### src/logic/thzc_pkg.sv
// constants, field layout and decoders for the thermal zone charge registers
// assumes an 8-bit register pointer reached over a two-wire serial port
package thzc_pkg;

  // ------------------------------------------------------------------
  // serial port and register map
  // ------------------------------------------------------------------
  localparam logic [6:0] DEV_ADDR      = 7'h3c;
  localparam logic [7:0] COOL_OFS      = 8'h15;
  localparam logic [7:0] ROOM_OFS      = 8'h16;
  localparam logic [7:0] COOL_RST      = 8'h60;
  localparam logic [7:0] ROOM_RST      = 8'h1f;
  localparam logic [7:0] COOL_MASK     = 8'h7f;
  localparam logic [7:0] ROOM_MASK     = 8'h1f;
  localparam logic [7:0] UNMAPPED_DATA = 8'h00;
  localparam logic [3:0] BITS_PER_BYTE = 4'h8;

  // ------------------------------------------------------------------
  // field positions and codes
  // ------------------------------------------------------------------
  localparam int         EN_LSB       = 5;
  localparam int         VOFS_LSB     = 3;
  localparam int         ISCL_LSB     = 0;
  localparam logic [1:0] EN_OFF       = 2'h0;
  localparam logic [1:0] EN_COOL_ROOM = 2'h1;
  localparam logic [1:0] EN_ROOM_WARM = 2'h2;
  localparam logic [1:0] EN_ALL       = 2'h3;
  localparam logic [2:0] ISCL_FULL    = 3'h7;
  localparam logic [3:0] FULL_TENTHS  = 4'ha;
  localparam logic [3:0] MIN_TENTHS   = 4'h2;
  localparam logic [7:0] MV_150       = 8'h96;
  localparam logic [7:0] MV_100       = 8'h64;
  localparam logic [7:0] MV_50        = 8'h32;
  localparam logic [7:0] MV_0         = 8'h00;

  // zone reported by the thermistor comparators
  localparam logic [2:0] ZONE_COLD = 3'h0;
  localparam logic [2:0] ZONE_COOL = 3'h1;
  localparam logic [2:0] ZONE_ROOM = 3'h2;
  localparam logic [2:0] ZONE_WARM = 3'h3;
  localparam logic [2:0] ZONE_HOT  = 3'h4;

  typedef enum logic [3:0] {
    st_idle, st_addr, st_aack, st_ptr, st_pack,
    st_wdat, st_wack, st_rdat, st_rack
  } thzc_i2c_state_t;

  // ------------------------------------------------------------------
  // decoders
  // ------------------------------------------------------------------
  function automatic logic [7:0] thzc_offset_mv(input logic [1:0] code);
    unique case (code)
      2'h0: thzc_offset_mv = MV_150;
      2'h1: thzc_offset_mv = MV_100;
      2'h2: thzc_offset_mv = MV_50;
      2'h3: thzc_offset_mv = MV_0;
    endcase
  endfunction

  function automatic logic [3:0] thzc_scale(input logic [2:0] code);
    if (code == ISCL_FULL) begin
      thzc_scale = FULL_TENTHS;
    end else begin
      thzc_scale = MIN_TENTHS + {1'b0, code};
    end
  endfunction

endpackage

### src/logic/thzc_reg_if.sv
// register access signals between the serial port and the register bank
// assumes both ends run on the same clock
`timescale 1ns/1ps
interface thzc_reg_if;
  logic       wr_stb;
  logic [7:0] addr;
  logic [7:0] wdata;
  logic [7:0] rdata;
  logic       sda_drive;

  modport port (
    output wr_stb,
    output addr,
    output wdata,
    output sda_drive,
    input  rdata
  );

  modport bank (
    input  wr_stb,
    input  addr,
    input  wdata,
    input  sda_drive,
    output rdata
  );
endinterface

### src/logic/thzc_i2c_port.sv
// two-wire serial slave with an auto-incrementing register pointer
// assumes scl and sda arrive asynchronously and are oversampled by clk_in
`timescale 1ns/1ps
module thzc_i2c_port
  import thzc_pkg::*;
(
  input  wire logic  clk_in,
  input  wire logic  reset_in,
  input  wire logic  scl_in,
  input  wire logic  sda_in,
  thzc_reg_if.port   bus
);

  // ------------------------------------------------------------------
  // synchronisers and bus conditions
  // ------------------------------------------------------------------
  logic [1:0]      scl_sync;
  logic [1:0]      sda_sync;
  logic            scl_q;
  logic            sda_q;
  thzc_i2c_state_t state;
  thzc_i2c_state_t next_state;
  logic [3:0]      cnt;
  logic [3:0]      next_cnt;
  logic [7:0]      shift;
  logic [7:0]      next_shift;
  logic [7:0]      ptr;
  logic [7:0]      next_ptr;
  logic            drive;
  logic            next_drive;
  logic            rw;
  logic            next_rw;
  logic            wr_stb;
  logic            next_wr;

  wire scl      = scl_sync[1];
  wire sda      = sda_sync[1];
  wire start    = scl & scl_q & sda_q & ~sda;
  wire stop     = scl & scl_q & ~sda_q & sda;
  wire rise     = scl & ~scl_q;
  wire fall     = ~scl & scl_q;
  wire full     = (cnt == BITS_PER_BYTE);
  wire addr_hit = (shift[7:1] == DEV_ADDR);

  assign bus.addr      = ptr;
  assign bus.wdata     = shift;
  assign bus.wr_stb    = wr_stb;
  assign bus.sda_drive = drive;

  always_ff @(posedge clk_in) begin
    if (reset_in) begin
      scl_sync <= 2'h3;
      sda_sync <= 2'h3;
      scl_q    <= 1'b1;
      sda_q    <= 1'b1;
    end else begin
      scl_sync <= {scl_sync[0], scl_in};
      sda_sync <= {sda_sync[0], sda_in};
      scl_q    <= scl_sync[1];
      sda_q    <= sda_sync[1];
    end
  end

  // ------------------------------------------------------------------
  // transfer sequencer
  // ------------------------------------------------------------------
  always_comb begin
    next_state = state;
    next_cnt   = cnt;
    next_shift = shift;
    next_ptr   = ptr;
    next_drive = drive;
    next_rw    = rw;
    next_wr    = 1'b0;
    if (start) begin
      next_state = st_addr;
      next_cnt   = 4'h0;
      next_drive = 1'b0;
    end else if (stop) begin
      next_state = st_idle;
      next_drive = 1'b0;
    end else if (rise) begin
      unique case (state)
        st_addr, st_ptr, st_wdat: if (!full) begin
          next_shift = {shift[6:0], sda};
          next_cnt   = cnt + 4'h1;
        end
        st_rdat: next_cnt = cnt + 4'h1;
        st_rack: if (sda) begin
          next_state = st_idle;
        end else begin
          next_ptr = ptr + 8'h01;
        end
        default: ;
      endcase
    end else if (fall) begin
      unique case (state)
        st_addr: if (full) begin
          next_state = addr_hit ? st_aack : st_idle;
          next_drive = addr_hit;
          next_rw    = shift[0];
        end
        st_ptr: if (full) begin
          next_ptr   = shift;
          next_drive = 1'b1;
          next_state = st_pack;
        end
        st_wdat: if (full) begin
          next_wr    = 1'b1;
          next_drive = 1'b1;
          next_state = st_wack;
        end
        st_aack, st_rack: begin
          next_cnt = 4'h0;
          if (state == st_aack && !rw) begin
            next_drive = 1'b0;
            next_state = st_ptr;
          end else begin
            next_shift = bus.rdata;
            next_drive = ~bus.rdata[7];
            next_state = st_rdat;
          end
        end
        st_pack, st_wack: begin
          next_drive = 1'b0;
          next_cnt   = 4'h0;
          next_state = st_wdat;
          if (state == st_wack) begin
            next_ptr = ptr + 8'h01;
          end
        end
        st_rdat: if (full) begin
          next_drive = 1'b0;
          next_state = st_rack;
        end else begin
          next_shift = {shift[6:0], 1'b0};
          next_drive = ~shift[6];
        end
        default: ;
      endcase
    end
  end

  always_ff @(posedge clk_in) begin
    if (reset_in) begin
      state  <= st_idle;
      cnt    <= 4'h0;
      shift  <= 8'h00;
      ptr    <= 8'h00;
      drive  <= 1'b0;
      rw     <= 1'b0;
      wr_stb <= 1'b0;
    end else begin
      state  <= next_state;
      cnt    <= next_cnt;
      shift  <= next_shift;
      ptr    <= next_ptr;
      drive  <= next_drive;
      rw     <= next_rw;
      wr_stb <= next_wr;
    end
  end

endmodule

### src/logic/thzc_config.sv
// thermal zone charge configuration: two registers and their zone decode
// assumes zone_in comes from on-chip logic on clk_in; pins are asynchronous
`timescale 1ns/1ps
module thzc_config
  import thzc_pkg::*;
(
  input  wire logic       clk_in,
  input  wire logic       reset_in,
  input  wire logic       i2c_scl_in,
  input  wire logic       i2c_sda_in,
  output logic            i2c_sda_out,
  output logic            i2c_sda_oe_out,
  input  wire logic       charger_input_supply_in,
  input  wire logic       input_detect_option_in,
  input  wire logic [2:0] zone_in,
  output logic [1:0]      thermistor_zone_enable_out,
  output logic            monitor_enable_out,
  output logic            charge_permit_out,
  output logic [3:0]      current_tenths_out,
  output logic [7:0]      voltage_reduction_mv_out
);

  // ------------------------------------------------------------------
  // serial port
  // ------------------------------------------------------------------
  thzc_reg_if bus ();

  thzc_i2c_port u_port (
    .clk_in   (clk_in),
    .reset_in (reset_in),
    .scl_in   (i2c_scl_in),
    .sda_in   (i2c_sda_in),
    .bus      (bus)
  );

  // ------------------------------------------------------------------
  // supply edge detection
  // ------------------------------------------------------------------
  logic [1:0] sup_sync;
  logic [1:0] opt_sync;
  logic       sup_q;

  wire sup          = sup_sync[1];
  wire opt_rising   = opt_sync[1];
  wire supply_edge  = opt_rising ? (sup & ~sup_q) : (~sup & sup_q);

  always_ff @(posedge clk_in) begin
    if (reset_in) begin
      sup_sync <= 2'h0;
      opt_sync <= 2'h0;
      sup_q    <= 1'b0;
    end else begin
      sup_sync <= {sup_sync[0], charger_input_supply_in};
      opt_sync <= {opt_sync[0], input_detect_option_in};
      sup_q    <= sup_sync[1];
    end
  end

  // ------------------------------------------------------------------
  // register bank
  // ------------------------------------------------------------------
  logic [7:0] cool_cfg;
  logic [7:0] room_cfg;

  wire       cool_wr   = bus.wr_stb && (bus.addr == COOL_OFS);
  wire       room_wr   = bus.wr_stb && (bus.addr == ROOM_OFS);
  wire [7:0] next_cool = supply_edge ? COOL_RST :
                         cool_wr ? (bus.wdata & COOL_MASK) : cool_cfg;
  wire [7:0] next_room = supply_edge ? ROOM_RST :
                         room_wr ? (bus.wdata & ROOM_MASK) : room_cfg;

  assign bus.rdata = (bus.addr == COOL_OFS) ? cool_cfg :
                     (bus.addr == ROOM_OFS) ? room_cfg : UNMAPPED_DATA;

  always_ff @(posedge clk_in) begin
    if (reset_in) begin
      cool_cfg <= COOL_RST;
      room_cfg <= ROOM_RST;
    end else begin
      cool_cfg <= next_cool;
      room_cfg <= next_room;
    end
  end

  // ------------------------------------------------------------------
  // fields and zone decode
  // ------------------------------------------------------------------
  wire [1:0] en        = cool_cfg[EN_LSB +: 2];
  wire [1:0] cool_vofs = cool_cfg[VOFS_LSB +: 2];
  wire [2:0] cool_iscl = cool_cfg[ISCL_LSB +: 3];
  wire [1:0] room_vofs = room_cfg[VOFS_LSB +: 2];
  wire [2:0] room_iscl = room_cfg[ISCL_LSB +: 3];

  wire mon     = (en != EN_OFF);
  wire in_cool = (zone_in == ZONE_COOL);
  wire in_room = (zone_in == ZONE_ROOM);
  wire in_warm = (zone_in == ZONE_WARM);

  wire zone_ok = (in_cool & en[0]) | in_room | (in_warm & en[1]);
  wire next_permit = ~mon | zone_ok;

  wire [3:0] next_tenths = !mon    ? FULL_TENTHS :
                           in_cool ? thzc_scale(cool_iscl) :
                           in_room ? thzc_scale(room_iscl) : FULL_TENTHS;

  wire [7:0] next_mv = !mon    ? MV_0 :
                       in_cool ? thzc_offset_mv(cool_vofs) :
                       in_room ? thzc_offset_mv(room_vofs) : MV_0;

  // ------------------------------------------------------------------
  // registered outputs
  // ------------------------------------------------------------------
  always_ff @(posedge clk_in) begin
    if (reset_in) begin
      i2c_sda_out                <= 1'b0;
      i2c_sda_oe_out             <= 1'b0;
      thermistor_zone_enable_out <= EN_OFF;
      monitor_enable_out         <= 1'b0;
      charge_permit_out          <= 1'b0;
      current_tenths_out         <= FULL_TENTHS;
      voltage_reduction_mv_out   <= MV_0;
    end else begin
      i2c_sda_out                <= 1'b0;
      i2c_sda_oe_out             <= bus.sda_drive;
      thermistor_zone_enable_out <= en;
      monitor_enable_out         <= mon;
      charge_permit_out          <= next_permit;
      current_tenths_out         <= next_tenths;
      voltage_reduction_mv_out   <= next_mv;
    end
  end

  // ------------------------------------------------------------------
  // checks
  // ------------------------------------------------------------------
  a_off_permits:
    assert property (@(posedge clk_in) disable iff (reset_in)
      en == EN_OFF |=> charge_permit_out && !monitor_enable_out &&
        current_tenths_out == FULL_TENTHS)
    else $error("monitoring off must permit full charge");

  a_cool_room_warm:
    assert property (@(posedge clk_in) disable iff (reset_in)
      en == EN_COOL_ROOM && in_warm |=> !charge_permit_out)
    else $error("enable 01 must block warm zone");

  a_room_warm_cool:
    assert property (@(posedge clk_in) disable iff (reset_in)
      en == EN_ROOM_WARM && (in_cool || in_warm) |=>
        charge_permit_out == $past(in_warm))
    else $error("enable 10 must block cool and allow warm");

  a_all_zones:
    assert property (@(posedge clk_in) disable iff (reset_in)
      en == EN_ALL |=> charge_permit_out == $past(in_cool || in_room ||
        in_warm))
    else $error("enable 11 must allow cool, room and warm");

  a_edge_restores:
    assert property (@(posedge clk_in) disable iff (reset_in)
      supply_edge |=> cool_cfg == COOL_RST && room_cfg == ROOM_RST)
    else $error("supply edge must restore defaults");

  a_edge_after_sync:
    assert property (@(posedge clk_in) disable iff (reset_in)
      $rose(sup) && opt_rising && $stable(opt_rising) |-> supply_edge
        ##1 !supply_edge)
    else $error("rising supply must give one edge pulse");

  a_cool_current:
    assert property (@(posedge clk_in) disable iff (reset_in)
      mon && in_cool |=> current_tenths_out == thzc_scale($past(cool_iscl)))
    else $error("cool zone current scale wrong");

  a_room_voltage:
    assert property (@(posedge clk_in) disable iff (reset_in)
      mon && in_room |=>
        voltage_reduction_mv_out == thzc_offset_mv($past(room_vofs)))
    else $error("room zone voltage offset wrong");

  a_cool_voltage:
    assert property (@(posedge clk_in) disable iff (reset_in)
      mon && in_cool |=>
        voltage_reduction_mv_out == thzc_offset_mv($past(cool_vofs)))
    else $error("cool zone voltage offset wrong");

  a_room_current:
    assert property (@(posedge clk_in) disable iff (reset_in)
      mon && in_room && room_iscl == ISCL_FULL |=>
        current_tenths_out == FULL_TENTHS)
    else $error("room zone code 111 must give full current");

  a_room_current_min:
    assert property (@(posedge clk_in) disable iff (reset_in)
      mon && in_room && room_iscl == 3'h0 |=>
        current_tenths_out == MIN_TENTHS)
    else $error("room zone code 000 must give 0.2 current");

  a_cold_hot_block:
    assert property (@(posedge clk_in) disable iff (reset_in)
      mon && !in_cool && !in_room && !in_warm |=> !charge_permit_out)
    else $error("cold and hot zones must block charging");

  a_room_current_step:
    assert property (@(posedge clk_in) disable iff (reset_in)
      mon && in_room && room_iscl == 3'h6 |=>
        current_tenths_out == 4'h8)
    else $error("room zone code 110 must give 0.8 current");

endmodule

### config.mk
export PLATFORM = sky130hd
export DESIGN_NAME = thzc_config
export DESIGN_NICKNAME = d
export VERILOG_FILES = /design/src/logic/thzc_pkg.sv /design/src/logic/thzc_reg_if.sv /design/src/logic/thzc_i2c_port.sv /design/src/logic/thzc_config.sv
export SDC_FILE = /design/constraint.sdc
export NUM_CORES = 1
export LEC_CHECK = 0
export BUFFER_PORTS_ARGS = -buffer_cell sky130_fd_sc_hd__buf_2
export CORE_UTILIZATION = 60
export DETAILED_ROUTE_END_ITERATION = 7
export GPL_ROUTABILITY_DRIVEN = 0
export PLACE_DENSITY_LB_ADDON = 0.1
export SLEW_MARGIN = 20
export SYNTH_ARGS = -nofsm -noshare
export SYNTH_HDL_FRONTEND = slang
export SYNTH_SLANG_ARGS = --single-unit
### constraint.sdc
create_clock -name clk_in -period 2.3 [get_ports clk_in]
set_clock_uncertainty 0.15 [all_clocks]
set_input_delay 0.69 -clock clk_in [delete_from_list [all_inputs] [get_ports clk_in]]
set_output_delay 0.69 -clock clk_in [all_outputs]
set_load 0.1 [all_outputs]
==> metrics <==
Setup Buffers After CTS 0; status finished, final reports clean; CP delay by family, top simple AND/OR/NAND/NOR gates; Post-route DRC 0; Cell Rows 27; Final Cycle Share 95.7%; Post-Route WL ~8300 µm; Post-synth EDFFs 0; Seq/Total Area, Yosys 37.0%; Synth Flop Type dfxtp_1; Fin. Hold Viols 0; Synth top cells by count dfxtp_1 (64), nand2_1 (34), nor2_1 (33); worst path bufs/invs 1; post-DR wirelength/cell approximately 16 µm; vias per inst slightly above 6; # clock sinks 64; router iterations before antenna repair 6; clk buf depth 2; Max Cap Viol 0; post-synth cell types between 70 and 80; launch point of the worst path u_port.scl_q$_SDFF_PP1_; # port buffers 23; CTS tree yes; Critical Path AT between 2 and 2.5 ns; initial antenna violation count 0; CP cell instances inv_1, ha_2, or3b_4, nor4b_4, o21a_2, a21oi_1, a211oi_2; final cell count without fillers 520; max incr delay on CP 0.42 ns; mapped cell area approximately 0.0035 mm²; placed cells slightly above 500; worst hold start u_port.sda_sync[0]$_SDFF_PP1_; clock power share roughly 39%; H-tree lvl count 3; TritonCTS Buffers 9; I/O Pins 27; die area ~0.0061 mm²; vias 3,158; slowest CP cell or3b_4; endpoint class of the critical path flip-flop; Post-Synthesis Cells approximately 400; total gr overflow 0; Hold Slack ~0.26 ns; largest net degree at the start of global routing 19; Mapped Avg Cell Area 8.62 µm²; most common cell in the netlist dfxtp_1; Final nets between 400 and 500; Die H 78 µm; share of cells above drive strength 1 20.5%; Sum Neg Setup Slack 0 ns; Core Region ~0.0055 mm²; fmax 454 MHz; Hold WC Path Type reg2reg; slew margin rel. roughly 64%; Clock transition at path regs ~0.07 ns; Final Slew Violations 0; fillcell total 438; Starting Density between 60% and 70%; WP data required ~2.4 ns; Syn-to-layout area delta 13.8%; Synth Register Bits 64; Worst Tran Pin Value roughly 0.54 ns; Inserted Diodes 0; top fanout value on the critical path 9; Yosys warning count 0; hold buffer count at CTS 0; Iter 0 DRT Violations between 200 and 300; net switching power 0.588 mW; leakage between 1.5 and 2 nW; number of global-route vias before repair 2,920; Max VDD drop 404 µV; antenna-violating nets left 0; critical path startpoint category flip-flop; ys async rst share 0%; Sw Share 27.0%; RSZ-0062 raised after global routing no; ranking of synthesized cells by area dfxtp_1 (37%), ha_1 (5.8%), a21oi_1 (3.8%); pwr/cell area about 550 mW/mm²; CP Class reg2reg; Internal Pwr Total between 1.5 and 2 mW; GRT Total Usage roughly 29%; fin crit period about 2.2 ns; final setup fails 0; area share of the largest cell type after synthesis between 30% and 40%; cell taking the most area after synthesis dfxtp_1; origin of the critical flop-to-flop path u_port.scl_q$_SDFF_PP1_; first-pass GRT wire length between 10,000 and 15,000 µm; HPWL after DPL 6030 µm; Skew-Pair Late Insertion Delay around 0.35 ns; Root Driver clkbuf_8; Die X between 70 and 80 µm; sequential share of power 52.0%; combinational power share a little under 9%
[routing by layer]
layer  global-route usage [%]  vias to the layer above  share of wire (%)
met5                        0                        -                  0
met1                     39.5                     1485                 46
met4                     10.9                        0                1.6
li1                         -                     1535                  -
met3                     6.71                       17                6.6
met2                     45.6                      121                 46
[kinds of logic after synthesis]
family                   after synthesis  share of synthesized area [%]
AO/OA/AOI/OAI                        106                           22.0
XOR/XNOR                               2                          0.506
adder cells (fa/ha/maj)               16                           5.78
buffers and inverters                 45                           6.86
flip-flops                            64                           37.0
multiplexers                           8                           2.35
other                                  1                          0.108
AND/OR/NAND/NOR                      160                           25.4
[metrics by stage]
step / area, µm² / worst slack [ns] / utilization, % / power (mW)
after floorplan: 3470 / 0.104 / - / 1.30
after global placement: 3740 / 0.151 / 67.5 / 1.34
after detailed placement: 3740 / 0.0596 / 67.5 / 1.34
after CTS: 3900 / 0.0354 / 70.4 / 2.18
after global routing: 3940 / 0.00552 / 71.2 / 2.26
final: 3940 / 0.0989 / 71.2 / 2.17
[sequential cells by signal, summed over array words and instances (netlist names), 2 cells and up]
register	count
u_port.bus.addr	8
u_port.bus.wdata	8
cool_cfg	7
room_cfg	5
voltage_reduction_mv_out	5
current_tenths_out	4
u_port.cnt	4
u_port.state	4
opt_sync	2
sup_sync	2
thermistor_zone_enable_out	2
u_port.scl_sync	2
u_port.sda_sync	2
[placed cells by master (no fill, tap or decap), drive strengths merged, types with 4 or more instances in the layout]
| master | count |
|---|---|
| nand3b | 4 |
| and3 | 4 |
| nor4 | 6 |
| nand2b | 7 |
| o21a | 6 |
| o211ai | 8 |
| a22oi | 8 |
| nand4 | 6 |
| o21ai | 19 |
| nand3 | 15 |
| mux2i | 7 |
| clkbuf | 12 |
| nor2b | 18 |
| clkinv | 4 |
| a21oi | 27 |
| or2 | 6 |
| nor3 | 6 |
| nand2 | 34 |
| dfxtp | 64 |
| a211oi | 5 |
| nor3b | 5 |
| nor2 | 33 |
| a31oi | 4 |
| o41ai | 4 |
| inv | 20 |
| buf | 52 |
| ha | 16 |
[worst reg2reg max path: cells and delay by family, from the launching register on]
kind	cells	cell delay, ns
fa+ha+maj	1	0.24
flops	1	0.35
compound gates	3	0.52
simple gates	2	0.81
buf+inv	1	0.05
[final timing paths]
check | endpoint | slack (ns) | cells past startpoint
worst max-delay path | u_port.bus.addr[5]$_SDFFE_PP0P_ | 0.1 | 7
worst min-delay path | u_port.sda_sync[1]$_SDFF_PP1_ | 0.26 | 1
worst max register to register | u_port.bus.addr[5]$_SDFFE_PP0P_ | 0.1 | 7
worst min register to register | u_port.sda_sync[1]$_SDFF_PP1_ | 0.26 | 1
[final cells by class]
type,instances,area (µm²),area share (%)
tap,72,90.1,2.28
clock buffer,12,145,3.68
timing repair buffer,52,333,8.44
clock inverter,3,18.8,0.476
multi-input combinational,296,1990,50.6
sequential,64,1280,32.6
inverter,21,78.8,2.00
[power groups by stage]
stage	combinational (mW)	clock (mW)	sequential, mW
after floorplan	0.101	0	1.20
after global placement	0.186	0	1.15
after CTS	0.190	0.861	1.13
after global routing	0.206	0.925	1.13
final	0.194	0.850	1.13
after detailed placement	0.189	0	1.15
[timing repair]
item | in CTS | in global routing
hold endpoints to repair | 0 | 0
setup endpoints to repair | 0 | 20
resized for setup | 0 | 8
(Power assumes the default switching activity.)
